--- config.mk ---
export PLATFORM = sky130hd
export DESIGN_NAME = spm_shared_pin_port_mux
export DESIGN_NICKNAME = d
export VERILOG_FILES = /design/src/spm_pkg.sv /design/src/spm_shared_pin_port_mux.sv
export SDC_FILE = /design/constraint.sdc
export NUM_CORES = 1
export LEC_CHECK = 0
export ABC_AREA = 0
export BUFFER_PORTS_ARGS = -buffer_cell sky130_fd_sc_hd__buf_2
export CAP_MARGIN = 20
export CORE_MARGIN = 3
export CORE_UTILIZATION = 60
export CTS_BUF_LIST = sky130_fd_sc_hd__clkbuf_4 sky130_fd_sc_hd__clkbuf_8
export DETAILED_ROUTE_END_ITERATION = 8
export GPL_ROUTABILITY_DRIVEN = 0
export GPL_TIMING_DRIVEN = 0
export PLACE_DENSITY = 0.92
export SYNTH_ARGS = -nofsm -noshare
export SYNTH_HDL_FRONTEND = slang
export SYNTH_SLANG_ARGS = --single-unit
--- constraint.sdc ---
create_clock -name aclk -period 3.45 [get_ports aclk]
set_clock_uncertainty 0.1 [all_clocks]
set_input_delay 0.5175 -clock aclk [delete_from_list [all_inputs] [get_ports aclk]]
set_output_delay 0.5175 -clock aclk [all_outputs]
set_load 0.01 [all_outputs]
--- src/spm_pkg.sv ---
package spm_pkg;
	// ========================================
	// register byte offsets
	localparam logic [7:0] A_D_LAT = 8'h00;
	localparam logic [7:0] A_D_CMOS = 8'h04;
	localparam logic [7:0] A_D_IN = 8'h08;
	localparam logic [7:0] A_SKIP = 8'h0c;
	localparam logic [7:0] A_P_LAT = 8'h10;
	localparam logic [7:0] A_P_CMOS = 8'h14;
	localparam logic [7:0] A_P_IN = 8'h18;
	localparam logic [7:0] A_CFG = 8'h1c;
	localparam logic [7:0] A_SEGSEL = 8'h20;
	localparam logic [7:0] A_LCD = 8'h24;
	localparam logic [7:0] A_STS = 8'h28;
	localparam logic [7:0] A_MSK = 8'h2c;
	// ========================================
	// field positions and codes
	localparam int IRQ_INT = 0;
	localparam int IRQ_KEY = 1;
	localparam int IRQ_RST = 2;
	localparam int D_IO_BITS = 6;
	localparam logic [1:0] DUTY_HALF = 2'h0;
	localparam logic [1:0] DUTY_THIRD = 2'h1;
	localparam logic [1:0] RESP_OK = 2'h0;
	localparam logic [1:0] RESP_SLVERR = 2'h2;
	// ========================================
	// reset values
	localparam logic [7:0] D_LAT_RST = 8'hff;
	localparam logic [11:0] P_LAT_RST = 12'hfff;
	localparam logic [1:0] DUTY_RST = 2'h2;
	// ========================================
	// carriers
	typedef struct packed {
		logic [11:0] o;
		logic [11:0] oe;
	} spm_pio_t;
	typedef struct packed {
		logic subclk_en;
		logic c_lat;
		logic pwm_out;
		logic cnt_in;
		logic int_en;
		logic int_kw;
		logic kw_b;
		logic kw_a;
		logic pu_b;
		logic pu_a;
	} spm_cfg_t;
	typedef struct packed {
		logic awready;
		logic wready;
		logic bvalid;
		logic [1:0] bresp;
		logic arready;
		logic rvalid;
		logic [1:0] rresp;
		logic [31:0] rdata;
		logic aw_have;
		logic w_have;
		logic [7:0] awaddr;
		logic [31:0] wdata;
		logic [3:0] wstrb;
		logic [7:0] d_lat;
		logic [5:0] d_cmos;
		logic [11:0] p_lat;
		logic [11:0] p_cmos;
		spm_cfg_t cfg;
		logic [11:0] segsel;
		logic [1:0] duty;
		logic [2:0] bias_en;
		logic [2:0] sts;
		logic [2:0] msk;
		logic [2:0] skip_idx;
		logic skip;
		logic [5:0] d_m;
		logic [5:0] d_s;
		logic [11:0] p_m;
		logic [11:0] p_s;
		logic c_m;
		logic c_s;
		logic d5_prev;
		logic wake;
		logic rst_prev;
		logic irq;
		logic int_req;
		logic [7:0] d_o;
		logic [7:0] d_oe;
		spm_pio_t p;
		logic [11:0] pu;
		logic c_o;
		logic c_oe;
		logic cnt;
		logic [3:0] com;
		logic [2:0] lo_o;
		logic [2:0] lo_oe;
		logic [2:0] bias_sel;
		logic rst_oe;
		logic osc_en;
	} spm_st_t;
	localparam spm_st_t ST_RST = '{awready: 1'b1, wready: 1'b1, arready: 1'b1,
		d_lat: D_LAT_RST, p_lat: P_LAT_RST, duty: DUTY_RST, default: '0};
endpackage

--- src/spm_shared_pin_port_mux.sv ---
// Added by the designer: the AXI4-Lite slave port and the register offsets.
`timescale 1ns/1ps
module spm_shared_pin_port_mux (
	input wire logic aclk,
	input wire logic aresetn,
	input wire logic [7:0] s_axi_awaddr,
	input wire logic s_axi_awvalid,
	output logic s_axi_awready,
	input wire logic [31:0] s_axi_wdata,
	input wire logic [3:0] s_axi_wstrb,
	input wire logic s_axi_wvalid,
	output logic s_axi_wready,
	output logic [1:0] s_axi_bresp,
	output logic s_axi_bvalid,
	input wire logic s_axi_bready,
	input wire logic [7:0] s_axi_araddr,
	input wire logic s_axi_arvalid,
	output logic s_axi_arready,
	output logic [31:0] s_axi_rdata,
	output logic [1:0] s_axi_rresp,
	output logic s_axi_rvalid,
	input wire logic s_axi_rready,
	input wire logic [5:0] bitwise_port_io_bits_i,
	output logic [7:0] bitwise_port_o,
	output logic [7:0] bitwise_port_oe,
	output logic subclk_osc_en,
	input wire logic [11:0] nibble_ports_i,
	output spm_pkg::spm_pio_t nibble_ports_out,
	output logic [11:0] nibble_ports_pullup,
	input wire logic [11:0] lcd_segment_outputs_shared,
	input wire logic [2:0] lcd_segment_outputs_low,
	output logic [2:0] seg_low_o,
	output logic [2:0] seg_low_oe,
	output logic [2:0] lcd_bias_supply_pins_sel,
	input wire logic [3:0] lcd_common_in,
	output logic [3:0] lcd_common_outputs,
	input wire logic timer_io_pin_i,
	output logic timer_io_pin_o,
	output logic timer_io_pin_oe,
	input wire logic timer2_pwm,
	output logic timer1_count_clk,
	output logic ext_int_req,
	output logic key_wakeup,
	input wire logic software_reset_instr,
	input wire logic wdt_reset,
	input wire logic por_reset,
	input wire logic vdrop_reset,
	output logic reset_pin_oe,
	output logic irq
);
	// ========================================
	// state
	spm_pkg::spm_st_t s_q;
	spm_pkg::spm_st_t s_d;

	function automatic logic [31:0] merge(input logic [31:0] old, input logic [31:0] w,
		input logic [3:0] strb);
		logic [31:0] r;
		r = old;
		for (int i = 0; i < 4; i++)
		begin
			if (strb[i])
			begin
				r[8*i +: 8] = w[8*i +: 8];
			end
		end
		return r;
	endfunction

	logic [31:0] wv;
	logic [2:0] clr;
	logic [2:0] ev;
	logic [11:0] pseg;
	logic wake_lvl;
	logic rst_any;

	// ========================================
	// next state
	always_comb
	begin
		s_d = s_q;
		wv = '0;
		clr = '0;
		// pin inputs through two flops, only stage two is read
		s_d.d_m = bitwise_port_io_bits_i;
		s_d.d_s = s_q.d_m;
		s_d.p_m = nibble_ports_i;
		s_d.p_s = s_q.p_m;
		s_d.c_m = timer_io_pin_i;
		s_d.c_s = s_q.c_m;

		// write channel: address and data taken in either order
		if (s_axi_awvalid && s_q.awready)
		begin
			s_d.awaddr = s_axi_awaddr;
			s_d.aw_have = 1'b1;
			s_d.awready = 1'b0;
		end
		if (s_axi_wvalid && s_q.wready)
		begin
			s_d.wdata = s_axi_wdata;
			s_d.wstrb = s_axi_wstrb;
			s_d.w_have = 1'b1;
			s_d.wready = 1'b0;
		end
		if (s_q.aw_have && s_q.w_have)
		begin
			s_d.aw_have = 1'b0;
			s_d.w_have = 1'b0;
			s_d.bvalid = 1'b1;
			s_d.bresp = spm_pkg::RESP_OK;
			case (s_q.awaddr)
				spm_pkg::A_D_LAT:
				begin
					wv = merge(32'(s_q.d_lat), s_q.wdata, s_q.wstrb);
					s_d.d_lat = wv[7:0];
				end
				spm_pkg::A_D_CMOS:
				begin
					wv = merge(32'(s_q.d_cmos), s_q.wdata, s_q.wstrb);
					s_d.d_cmos = wv[5:0];
				end
				spm_pkg::A_SKIP:
				begin
					if (s_q.wstrb[0])
					begin
						s_d.skip_idx = s_q.wdata[2:0];
						// skip when the tested pin reads low; bits 6 and 7 never skip
						s_d.skip = (s_q.wdata[2:0] < 3'(spm_pkg::D_IO_BITS))
							&& !s_q.d_s[s_q.wdata[2:0]];
					end
				end
				spm_pkg::A_P_LAT:
				begin
					wv = merge(32'(s_q.p_lat), s_q.wdata, s_q.wstrb);
					s_d.p_lat = wv[11:0];
				end
				spm_pkg::A_P_CMOS:
				begin
					wv = merge(32'(s_q.p_cmos), s_q.wdata, s_q.wstrb);
					s_d.p_cmos = wv[11:0];
				end
				spm_pkg::A_CFG:
				begin
					wv = merge(32'(s_q.cfg), s_q.wdata, s_q.wstrb);
					s_d.cfg = spm_pkg::spm_cfg_t'(wv[9:0]);
				end
				spm_pkg::A_SEGSEL:
				begin
					wv = merge(32'(s_q.segsel), s_q.wdata, s_q.wstrb);
					s_d.segsel = wv[11:0];
				end
				spm_pkg::A_LCD:
				begin
					wv = merge(32'({s_q.bias_en, s_q.duty}), s_q.wdata, s_q.wstrb);
					s_d.duty = wv[1:0];
					s_d.bias_en = wv[4:2];
				end
				spm_pkg::A_STS:
				begin
					if (s_q.wstrb[0])
					begin
						clr = s_q.wdata[2:0];
					end
				end
				spm_pkg::A_MSK:
				begin
					if (s_q.wstrb[0])
					begin
						s_d.msk = s_q.wdata[2:0];
					end
				end
				spm_pkg::A_D_IN, spm_pkg::A_P_IN:
				begin
					s_d.bresp = spm_pkg::RESP_OK;
				end
				default:
				begin
					s_d.bresp = spm_pkg::RESP_SLVERR;
				end
			endcase
		end
		if (s_q.bvalid && s_axi_bready)
		begin
			s_d.bvalid = 1'b0;
			s_d.awready = 1'b1;
			s_d.wready = 1'b1;
		end

		// read channel, data one cycle after the address
		if (s_axi_arvalid && s_q.arready)
		begin
			s_d.arready = 1'b0;
			s_d.rvalid = 1'b1;
			s_d.rresp = spm_pkg::RESP_OK;
			case (s_axi_araddr)
				spm_pkg::A_D_LAT: s_d.rdata = 32'(s_q.d_lat);
				spm_pkg::A_D_CMOS: s_d.rdata = 32'(s_q.d_cmos);
				spm_pkg::A_D_IN: s_d.rdata = 32'(s_q.d_s);
				spm_pkg::A_SKIP: s_d.rdata = 32'({s_q.skip_idx, s_q.skip});
				spm_pkg::A_P_LAT: s_d.rdata = 32'(s_q.p_lat);
				spm_pkg::A_P_CMOS: s_d.rdata = 32'(s_q.p_cmos);
				// pin level is read whatever the latch; a low latch reads itself back
				spm_pkg::A_P_IN: s_d.rdata = 32'(s_q.p_s);
				spm_pkg::A_CFG: s_d.rdata = 32'(s_q.cfg);
				spm_pkg::A_SEGSEL: s_d.rdata = 32'(s_q.segsel);
				spm_pkg::A_LCD: s_d.rdata = 32'({s_q.bias_en, s_q.duty});
				spm_pkg::A_STS: s_d.rdata = 32'(s_q.sts);
				spm_pkg::A_MSK: s_d.rdata = 32'(s_q.msk);
				default:
				begin
					s_d.rdata = '0;
					s_d.rresp = spm_pkg::RESP_SLVERR;
				end
			endcase
		end
		if (s_q.rvalid && s_axi_rready)
		begin
			s_d.rvalid = 1'b0;
			s_d.arready = 1'b1;
		end

		// ========================================
		// events and interrupt
		wake_lvl = (s_q.cfg.kw_a && |(~s_q.p_s[3:0] & ~s_q.segsel[3:0]))
			|| (s_q.cfg.kw_b && |(~s_q.p_s[7:4] & ~s_q.segsel[7:4]))
			|| (s_q.cfg.int_kw && s_q.d_s[5]);
		rst_any = software_reset_instr || wdt_reset || por_reset || vdrop_reset;
		ev = '0;
		ev[spm_pkg::IRQ_INT] = s_q.cfg.int_en && s_q.d_s[5] && !s_q.d5_prev;
		ev[spm_pkg::IRQ_KEY] = wake_lvl && !s_q.wake;
		ev[spm_pkg::IRQ_RST] = rst_any && !s_q.rst_prev;
		s_d.d5_prev = s_q.d_s[5];
		s_d.wake = wake_lvl;
		s_d.rst_prev = rst_any;
		s_d.int_req = ev[spm_pkg::IRQ_INT];
		// a new event beats a same-cycle clear
		s_d.sts = (s_q.sts & ~clr) | ev;
		s_d.irq = |(s_d.sts & s_q.msk);

		// ========================================
		// bitwise port drive
		s_d.d_o = s_q.d_lat;
		s_d.d_oe[5:0] = s_q.d_cmos | ~s_q.d_lat[5:0];
		// top bits open-drain only, released while the oscillator owns them
		s_d.d_oe[7:6] = s_q.cfg.subclk_en ? 2'h0 : ~s_q.d_lat[7:6];
		s_d.osc_en = s_q.cfg.subclk_en;

		// ========================================
		// nibble ports and shared segments, order {c, b, a}
		pseg = {lcd_segment_outputs_shared[3:0], lcd_segment_outputs_shared[11:8],
			lcd_segment_outputs_shared[7:4]};
		for (int i = 0; i < 12; i++)
		begin
			if (s_q.segsel[i])
			begin
				s_d.p.o[i] = pseg[i];
				s_d.p.oe[i] = 1'b1;
			end
			else
			begin
				s_d.p.o[i] = s_q.p_lat[i];
				s_d.p.oe[i] = s_q.p_cmos[i] | ~s_q.p_lat[i];
			end
		end
		s_d.pu = {4'h0, {4{s_q.cfg.pu_b}}, {4{s_q.cfg.pu_a}}} & ~s_q.segsel;

		// ========================================
		// one-bit port and timer pin
		s_d.c_o = s_q.cfg.c_lat | (s_q.cfg.pwm_out && timer2_pwm);
		// counting from the pin turns the push-pull driver off
		s_d.c_oe = !s_q.cfg.cnt_in;
		s_d.cnt = s_q.cfg.cnt_in && s_q.c_s;

		// ========================================
		// lcd commons and bias pins
		case (s_q.duty)
			spm_pkg::DUTY_HALF: s_d.com = lcd_common_in & 4'h3;
			spm_pkg::DUTY_THIRD: s_d.com = lcd_common_in & 4'h7;
			default: s_d.com = lcd_common_in;
		endcase
		s_d.lo_o = lcd_segment_outputs_low;
		s_d.lo_oe = ~s_q.bias_en;
		s_d.bias_sel = s_q.bias_en;

		// ========================================
		// reset pin, open-drain low while any internal reset is asserted
		s_d.rst_oe = rst_any;
	end

	always_ff @(posedge aclk)
	begin
		if (!aresetn)
		begin
			s_q <= spm_pkg::ST_RST;
		end
		else
		begin
			s_q <= s_d;
		end
	end

	// ========================================
	// outputs
	assign s_axi_awready = s_q.awready;
	assign s_axi_wready = s_q.wready;
	assign s_axi_bresp = s_q.bresp;
	assign s_axi_bvalid = s_q.bvalid;
	assign s_axi_arready = s_q.arready;
	assign s_axi_rdata = s_q.rdata;
	assign s_axi_rresp = s_q.rresp;
	assign s_axi_rvalid = s_q.rvalid;
	assign bitwise_port_o = s_q.d_o;
	assign bitwise_port_oe = s_q.d_oe;
	assign subclk_osc_en = s_q.osc_en;
	assign nibble_ports_out = s_q.p;
	assign nibble_ports_pullup = s_q.pu;
	assign seg_low_o = s_q.lo_o;
	assign seg_low_oe = s_q.lo_oe;
	assign lcd_bias_supply_pins_sel = s_q.bias_sel;
	assign lcd_common_outputs = s_q.com;
	assign timer_io_pin_o = s_q.c_o;
	assign timer_io_pin_oe = s_q.c_oe;
	assign timer1_count_clk = s_q.cnt;
	assign ext_int_req = s_q.int_req;
	assign key_wakeup = s_q.wake;
	assign reset_pin_oe = s_q.rst_oe;
	assign irq = s_q.irq;
endmodule

## Word level (Yosys, flattened, before mapping)

Cells that the tools add are included.

| storage, ports and cells | value |
|---|---|
| bits in registers | 252 |
| bits in latches | 0 |
| bits in writable memories | 0 |
| bits in read-only memories | 0 |
| input port bits | 102 |
| output and inout port bits | 114 |
| word-level logic and storage cells | 213 |
| memories | 0 |

| cells by class | value |
|---|---|
| add/sub/neg operators | 0 |
| $mul | 0 |
| div/mod/pow operators | 0 |
| magnitude comparators | 2 |
| equal/unequal tests | 23 |
| shifts and indexed selects | 0 |
| muxes and demuxes | 33 |
| bitwise operators | 42 |
| reductions and logical operators | 51 |

Operators by type and width:

| operator | count |
|---|---|
| 12-bit case mux with 12 select lines | 1 |
| 8-bit by 5-bit equality test with 1-bit output (second input constant) | 8 |
| 8-bit by 6-bit equality test with 1-bit output (second input constant) | 8 |
| 3-bit AND reduction | 13 |
| 8-bit by 4-bit equality test with 1-bit output (second input constant) | 4 |
| 1-bit two-way mux | 25 |
| 12-bit OR reduction | 2 |
| 8-bit by 3-bit equality test with 1-bit output (second input constant) | 2 |
| 1-bit logical AND | 16 |
| 8-bit zero test | 2 |
| 4-bit inverter | 4 |
| 1-bit inverter | 13 |
| 1-bit bitwise OR | 13 |
| 8-bit by 12-bit AND with 12-bit output | 1 |
| 12-bit inverter | 1 |
| 3-bit two-way mux | 3 |
| 4-bit AND | 2 |
| 4-bit case mux with 2 select lines | 1 |
| 2-bit OR reduction | 4 |
| 4-bit OR reduction | 2 |
| 3-bit AND | 2 |
| 3-bit inverter | 2 |
| 6-bit inverter | 1 |
| 6-bit bitwise OR | 1 |
| 11 further kinds | 20 |

## Longest topological paths before layout

Gate-level depths: netlist (run 1).

| depth | value |
|---|---|
| word-level depth | 10 |
| depth in mapped cells | 7 |
| depth with buffers taken out | 5 |

## Least setup slack after synthesis (run 1)

OpenSTA, ideal clock, no wires.

| timing | value |
|---|---|
| path kind | in2reg |
| from | input port s_axi_araddr[7] |
| to | register s_q, in the netlist s_axi_rdata[0] |
| library setup time | 0.079 ns |
| data arrival time | 2.025 ns |
| required time | 3.271 ns |
| path slack | 1.246 ns |
| stages on the path | 5 |
| cell sequence | or4_1 buf_2 or3_4 o311a_1 a211oi_2 |

| between the ends | value |
|---|---|
| longest elaborated chain between the ends | 2 |
| elaborated cells on any way between the ends | 13 |
| those cells by class | eq/ne: 11; mux: 1; reduce/logical: 1 |

Ends and longest elaborated chain:

| element | RTL line | source |
|---|---|---|
| start, declared | spm_shared_pin_port_mux.sv:16 | `input wire logic [7:0] s_axi_araddr,` |
| 8-bit by 6-bit equality test with 1-bit output, or another cell as far along | spm_shared_pin_port_mux.sv:196 | `case (s_axi_araddr)` |
| 12-bit case mux with 12 select lines * | spm_shared_pin_port_mux.sv:196 |  |
| end signal, assigned | spm_shared_pin_port_mux.sv:295 | `s_q <= spm_pkg::ST_RST;` |
| end, declared | spm_shared_pin_port_mux.sv:53 | `spm_pkg::spm_st_t s_q;` |

Mark *: on every way between the ends. The rest lies on a longest branch, timed or not.
A chain may end at the register's enable or synchronous reset.

## Worst setup path after layout (run 1)

| timing | value |
|---|---|
| from | register s_q[224] in the netlist's numbering |
| to | register s_q[152] in the netlist's numbering |

| between the ends | value |
|---|---|
| longest elaborated chain between the ends | 2 |

Ends and longest elaborated chain:

| element | RTL line | source |
|---|---|---|
| 8-bit by 5-bit equality test with 1-bit output | spm_shared_pin_port_mux.sv:112 | `case (s_q.awaddr)` |
| 3-bit AND reduction (no source line) | n/a |  |

No other way between the ends.

==> results.py, run 1 <==
metrics = {
    "outcome": {
        "outcome": "complete, no violations",
    },
    "detailed_routing": {
        "wl_um": 26600,
        "first_iter_violations": 1195,
        "ant_nets": 0,
        "drtPass1Iterations": 8,
        "vias_per_cell": 5.76,
        "vias": 8187,
        "drc": 0,
        "wl_per_cell_um": 18.7,
    },
    "clock_tree": {
        "cts.hold.buffers_added": 0,
        "clk_latency_ns": 0.52,
        "tritoncts": "yes",
        "cts_buffer_depth": 3,
        "root_buffer": "clkbuf_8",
        "path_clk_slew_ns": 0.06,
        "cts_resized": 0,
        "ctsHtreeMaxLevel": 2,
        "cts.sinks": 226,
        "cts_setup_buffers": 0,
        "numCtsBuffers": 36,
    },
    "critical_path": {
        "rrSetupSlack_ns": 0.83,
        "cp-start-kind": "flop",
        "endpoint_kind": "flop",
        "crit_path_max_incr_delay_ns": 0.89,
        "worstPathRequired_ns": 3.73,
        "r2r_start": "s_q[224]$_SDFFE_PN0P_",
        "cp_max_fo": 8,
        "crit_type": "flop to flop",
        "crit_chain": "nor4b_1 > nand2_1 > mux2i_1 > nor2_1",
        "ff2ff_path_depth": 4,
        "cp_slowest_cell": "nor4b_1",
        "r2r-end": "s_q[152]$_SDFFE_PN0P_",
        "crit_arrival_ns": 2.89,
    },
    "sta": {
        "min_period_ns": 2.62,
        "hold_ws_ns": 0.102,
        "setup_tns_ns": 0,
        "slew_headroom_pct": 26.6,
        "rsz0062_at_grt": "false",
        "setup_viol": 0,
        "tightest_slew_ns": 1.10,
        "final_hold_viol_count": 0,
        "timing.fmax_mhz": 382,
        "finalMaxSlewViolations": 0,
        "final.period_utilization_pct": 75.9,
        "setup_slack_ns": 0.832,
    },
    "global_route": {
        "grt_pass1_vias": 7752,
        "antenna_found_initial": 1,
        "grt_max_degree": 11,
        "groute.usage.overall_pct": 31.2,
        "grt_first_pass_wirelength_um": 40300,
        "grt_overflow": 0,
    },
    "logic_synthesis": {
        "ys.flop_type": "dfxtp_1",
        "synth.most_common_cell": "dfxtp_1",
        "synth_area_leaders": "dfxtp_1, buf_4, mux2i_1",
        "netlist_instances": 991,
        "syn_area_um2": 9080,
        "synth_top_area_cell": "dfxtp_1",
        "ys_async_sr_fraction_pct": 0,
        "yosys_warnings": 0,
        "synth_cell_types": 60,
        "avgSynthCellArea_um2": 9.16,
        "synthDominantCellAreaShare_pct": 49.8,
        "synth_edf_count": 0,
        "synth_commonest_cells": "dfxtp_1, nand2_1, buf_4",
        "synth_seq_area_share_pct": 49.8,
        "ys_ff_latch": 226,
    },
    "floorplanning": {
        "initial_core_util_pct": 62.0,
        "die_area_um2": 16600,
        "ios": 216,
        "die_h_um": 129,
        "design.core.area_um2": 14600,
        "die_x_um": 129,
        "row_count": 44,
    },
    "worst_hold_path": {
        "holdPathEnd": "seg_low_o[0]$_SDFF_PN0_",
        "min_path_cells": 2,
        "hold_path.class": "input pin to flop",
        "hp-start": "lcd_segment_outputs_low[0]",
    },
    "placement": {
        "place_area_um2": 10200,
        "hpwl_um": 18700,
        "pre_cts_ws_ns": 0.651,
        "dp.cells": 1363,
        "port_buffers": 163,
    },
    "layout": {
        "syn_to_final_growth_pct": 20.4,
        "drive_above_1_share_pct": 28.0,
        "utilization_pct": 74.6,
        "fin_cells": 1421,
        "fin_nets": 1319,
        "fin_area_um2": 10900,
        "num-fill-cells": 1020,
    },
    "power_and_ir_drop": {
        "p_leak_nw": 4.97,
        "power.density_nw_per_um2": 495,
        "peakVddDrop_uv": 367,
        "total_power_mw": 5.41,
    },
    "flow_run": {
        "drv_cap": 0,
    },
}
## metal layers
metal  up-vias  track usage (%)  wire length [µm]
met5         -                0                 0
met4         0             19.1              1820
met3       170             8.20              3210
met2       634             51.6             12300
met1      3703             36.1              9260
li1       3680                -                 -
## cell usage in the layout (no fill, tap or decap), types with 5 or more instances in the layout
cell type	instances
o21ai_0	15
nand2b_1	6
clkbuf_8	45
mux2_2	9
dfxtp_1	226
nor2b_1	9
nor3_1	6
mux2i_1	61
conb_1	26
inv_1	13
and2_1	60
buf_1	8
a2bb2oi_1	5
buf_2	164
clkbuf_4	11
a22oi_1	6
nand2_1	111
nor2_1	88
buf_4	101
clkbuf_1	45
nand3_1	70
mux4_2	5
a21oi_1	71
o22ai_1	8
## sequential cells by signal, indices dropped and copies added (netlist names), 3 cells and up
register,count
nibble_ports_out,24
seg_low_oe,3
bitwise_port_o,8
s_q,106
s_d,32
seg_low_o,3
lcd_common_outputs,4
lcd_bias_supply_pins_sel,3
nibble_ports_pullup,8
s_axi_rdata,12
bitwise_port_oe,8
## report_power, final
group          switching, mW  internal, mW
sequential            0.0441          2.68
clock                  0.990          1.28
combinational          0.251         0.174
## worst max-delay path: cells and delay by family, from the launching register on
kind	cells	cell delay, ns
DFF	1	0.36
muxes	1	0.34
and+or+nand+nor	3	1.67
## final cells by class
class	instances	area, µm²	share of cell area (%)
timing repair buffer	163	816	7.46
tap	184	230	2.11
sequential	226	4520	41.4
multi-input combinational	622	3640	33.3
buffer	155	962	8.80
clock buffer	56	702	6.42
inverter	13	48.8	0.446
clock inverter	1	5.00	0.0458
antenna	1	2.50	0.0229
## cell families (layout without fill, tap and decap cells)
group                  Yosys count  count (layout)  synth area share [%]
AND/OR/NAND/NOR                382             382                  20.5
flip-flops                     226             226                  49.8
buffers and inverters          168             388                  11.1
AO/OA/AOI/OAI                  139             139                  9.40
multiplexers                    75              75                  9.08
other                            1              27                0.0413
## how the worst max path moves through the flow
stage | startpoint | endpoint | depth (start not counted)
floorplan | s_axi_araddr[7] | s_axi_rdata[0]$_SDFFE_PN0P_ | 5
global placement | s_axi_araddr[7] | s_axi_rdata[8]$_SDFFE_PN0P_ | 6
detailed placement | s_axi_araddr[7] | s_axi_rdata[1]$_SDFFE_PN0P_ | 7
CTS | s_q[226]$_SDFFE_PN0P_ | s_q[152]$_SDFFE_PN0P_ | 4
global route | s_q[224]$_SDFFE_PN0P_ | s_q[128]$_SDFFE_PN0P_ | 5
finish | s_q[224]$_SDFFE_PN0P_ | s_q[152]$_SDFFE_PN0P_ | 4
(Power assumes the default switching activity.)
==> inputs of run 2 (changes only) <==
- CORE_UTILIZATION: 60 -> 50
- PLACE_DENSITY: 0.92 -> 0.82
- clock period: 3.45 -> 2.22 ns (I/O delays scaled with it)
==> results.py, run 2 (synthesis results as in run 1) <==
metrics = {
    "worst_hold_path": {
        "holdPathEnd": "s_axi_arready$_SDFFE_PP1P_",
        "hp-start": "s_axi_arvalid",
        "hold_path.class": "input pin to flop",
        "min_path_cells": 3,
    },
    "outcome": {
        "outcome": "complete, but fails checks",
        "violations": "setup timing",
    },
    "placement": {
        "hpwl_um": 18500,
        "pre_cts_ws_ns": -0.379,
        "port_buffers": 163,
    },
    "global_route": {
        "groute.usage.overall_pct": 26.1,
        "grt_max_degree": 11,
        "antenna_found_initial": 2,
        "grt_overflow": 0,
        "grt_first_pass_wirelength_um": 41300,
        "grt_pass1_vias": 7951,
    },
    "floorplanning": {
        "design.core.area_um2": 17500,
        "row_count": 48,
        "die_area_um2": 19800,
        "ios": 216,
        "die_x_um": 141,
        "die_h_um": 141,
        "initial_core_util_pct": 51.8,
    },
    "critical_path": {
        "crit_path_max_incr_delay_ns": 0.66,
        "r2r-end": "s_q[155]$_SDFFE_PN0P_",
        "path_buf_inv": 0,
        "crit_type": "flop to flop",
        "cp_max_fo": 8,
        "cp_top_family": "simple AND/OR/NAND/NOR gates",
        "r2r_start": "s_q[226]$_SDFFE_PN0P_",
        "crit_chain": "nor4b_2 > nand2_1 > mux2i_1 > nor2_1",
        "cp_slowest_cell": "nor4b_2",
        "endpoint_kind": "flop",
        "ff2ff_path_depth": 4,
        "worstPathRequired_ns": 2.50,
        "rrSetupSlack_ns": -0.005,
        "cp-start-kind": "flop",
        "crit_arrival_ns": 2.50,
    },
    "layout": {
        "fin_nets": 1387,
        "final_cell_mix": "dfxtp_1, buf_2, nand2_1",
        "largest-register": "s_q",
        "num-fill-cells": 1408,
        "syn_to_final_growth_pct": 29.5,
        "drive_above_1_share_pct": 27.4,
        "largest_register_ffs": 106,
        "multi_input_area_um2": 3670,
        "register_area_um2": 4520,
        "layout_commonest_cell": "dfxtp_1",
    },
    "detailed_routing": {
        "drtPass1Iterations": 6,
        "drc": 0,
        "wl_um": 26600,
        "first_iter_violations": 837,
        "ant_nets": 0,
        "vias_per_cell": 5.28,
        "wl_per_cell_um": 17.3,
        "vias": 8122,
    },
    "clock_tree": {
        "cts.sinks": 226,
        "cts_setup_buffers": 0,
        "cts_buffer_depth": 3,
        "clk_latency_ns": 0.52,
        "tritoncts": "yes",
        "root_buffer": "clkbuf_8",
        "path_clk_slew_ns": 0.06,
        "ctsHtreeMaxLevel": 2,
        "numCtsBuffers": 37,
    },
    "power_and_ir_drop": {
        "p_leak_nw": 5.31,
        "total_power_mw": 8.69,
        "power.density_nw_per_um2": 739,
        "peakVddDrop_uv": 659,
    },
    "sta": {
        "finalMaxSlewViolations": 0,
        "hold_ws_ns": 0.0536,
        "rsz0062_at_grt": "true",
        "tightest_slew_ns": 1.19,
        "setup_slack_ns": -0.00496,
        "slew_headroom_pct": 21.0,
        "min_period_ns": 2.22,
        "final.period_utilization_pct": 100,
        "timing.fmax_mhz": 449,
        "setup_viol": 2,
        "final_hold_viol_count": 0,
    },
    "flow_run": {
        "drv_cap": 0,
    },
}
==> run 2: cell count changes in the layout (fill, tap and decap cells not counted), sizes merged <==
cell / change
clkinv: +8
diode: +1
dlygate4sd3: +67
clkinvlp: +1
clkbuf: -1
==> run 2: worst max-delay path by stage <==
stage / startpoint / endpoint / slack (ns) / cells past startpoint
after global placement: s_axi_araddr[7] / s_axi_rdata[2]$_SDFFE_PN0P_ / -0.38 / 6
after detailed placement: s_axi_araddr[7] / s_axi_rdata[2]$_SDFFE_PN0P_ / -0.38 / 6
final: s_q[226]$_SDFFE_PN0P_ / s_q[155]$_SDFFE_PN0P_ / -0.005 / 4
after CTS: s_q[232]$_SDFFE_PP0P_ / s_d[67]$_SDFFE_PN1P_ / 0.02 / 6
after global routing: s_q[232]$_SDFFE_PP0P_ / s_q[147]$_SDFFE_PN0P_ / -0.08 / 6
after floorplan: s_axi_araddr[7] / s_axi_rdata[0]$_SDFFE_PN0P_ / 0.20 / 5
==> run 2: repair_timing <==
| action | in CTS | in global routing |
|---|---|---|
| endpoints found under the hold margin | 67 | 0 |
| hold buffers | 67 | 0 |
| endpoints found under the setup margin | 30 | 39 |
| resized for setup | 2 | 8 |
==> run 2: worst min-delay path, delay by kind of cell <==
family	cells	cell delay, ns
compound gates	1	0.14
buf+inv	2	0.17
==> run 2: where the power goes <==
| part | leakage (nW) | total, mW | internal, mW | switching, mW |
|---|---|---|---|---|
| clock | 0.418 | 3.71 | 2.10 | 1.61 |
| combinational | 3.04 | 0.755 | 0.350 | 0.405 |
| sequential | 1.85 | 4.23 | 4.16 | 0.0700 |
==> run 2: per-layer routing <==
| layer | global-route usage (%) | share of wire (%) | up-vias |
|---|---|---|---|
| li1 | - | - | 3842 |
| met1 | 31.7 | 37 | 3685 |
| met2 | 44.8 | 48 | 509 |
| met3 | 5.33 | 11 | 86 |
| met4 | 11.7 | 3.7 | 0 |
| met5 | 0 | 0 | - |
==> run 2: stage by stage <==
step	cells	util [%]	TNS [ns]	area (µm²)
finish	1538	67.1	-0.00960	11800
global placement	1404	58.6	-8.49	10300
CTS	1536	66.9	0	11700
global route	1538	67.1	-0.378	11800
detailed placement	1404	58.6	-8.97	10300
floorplan	1016	-	0	9180
==> run 2: cell type report <==
cell class                 instances  share of cell area [%]
tap                              225                    2.39
inverter                          13                   0.415
sequential                       226                    38.5
buffer                           155                    8.20
clock buffer                      55                    6.17
antenna                            2                  0.0425
timing repair buffer             230                    12.6
clock inverter                    10                   0.447
multi-input combinational        622                    31.2
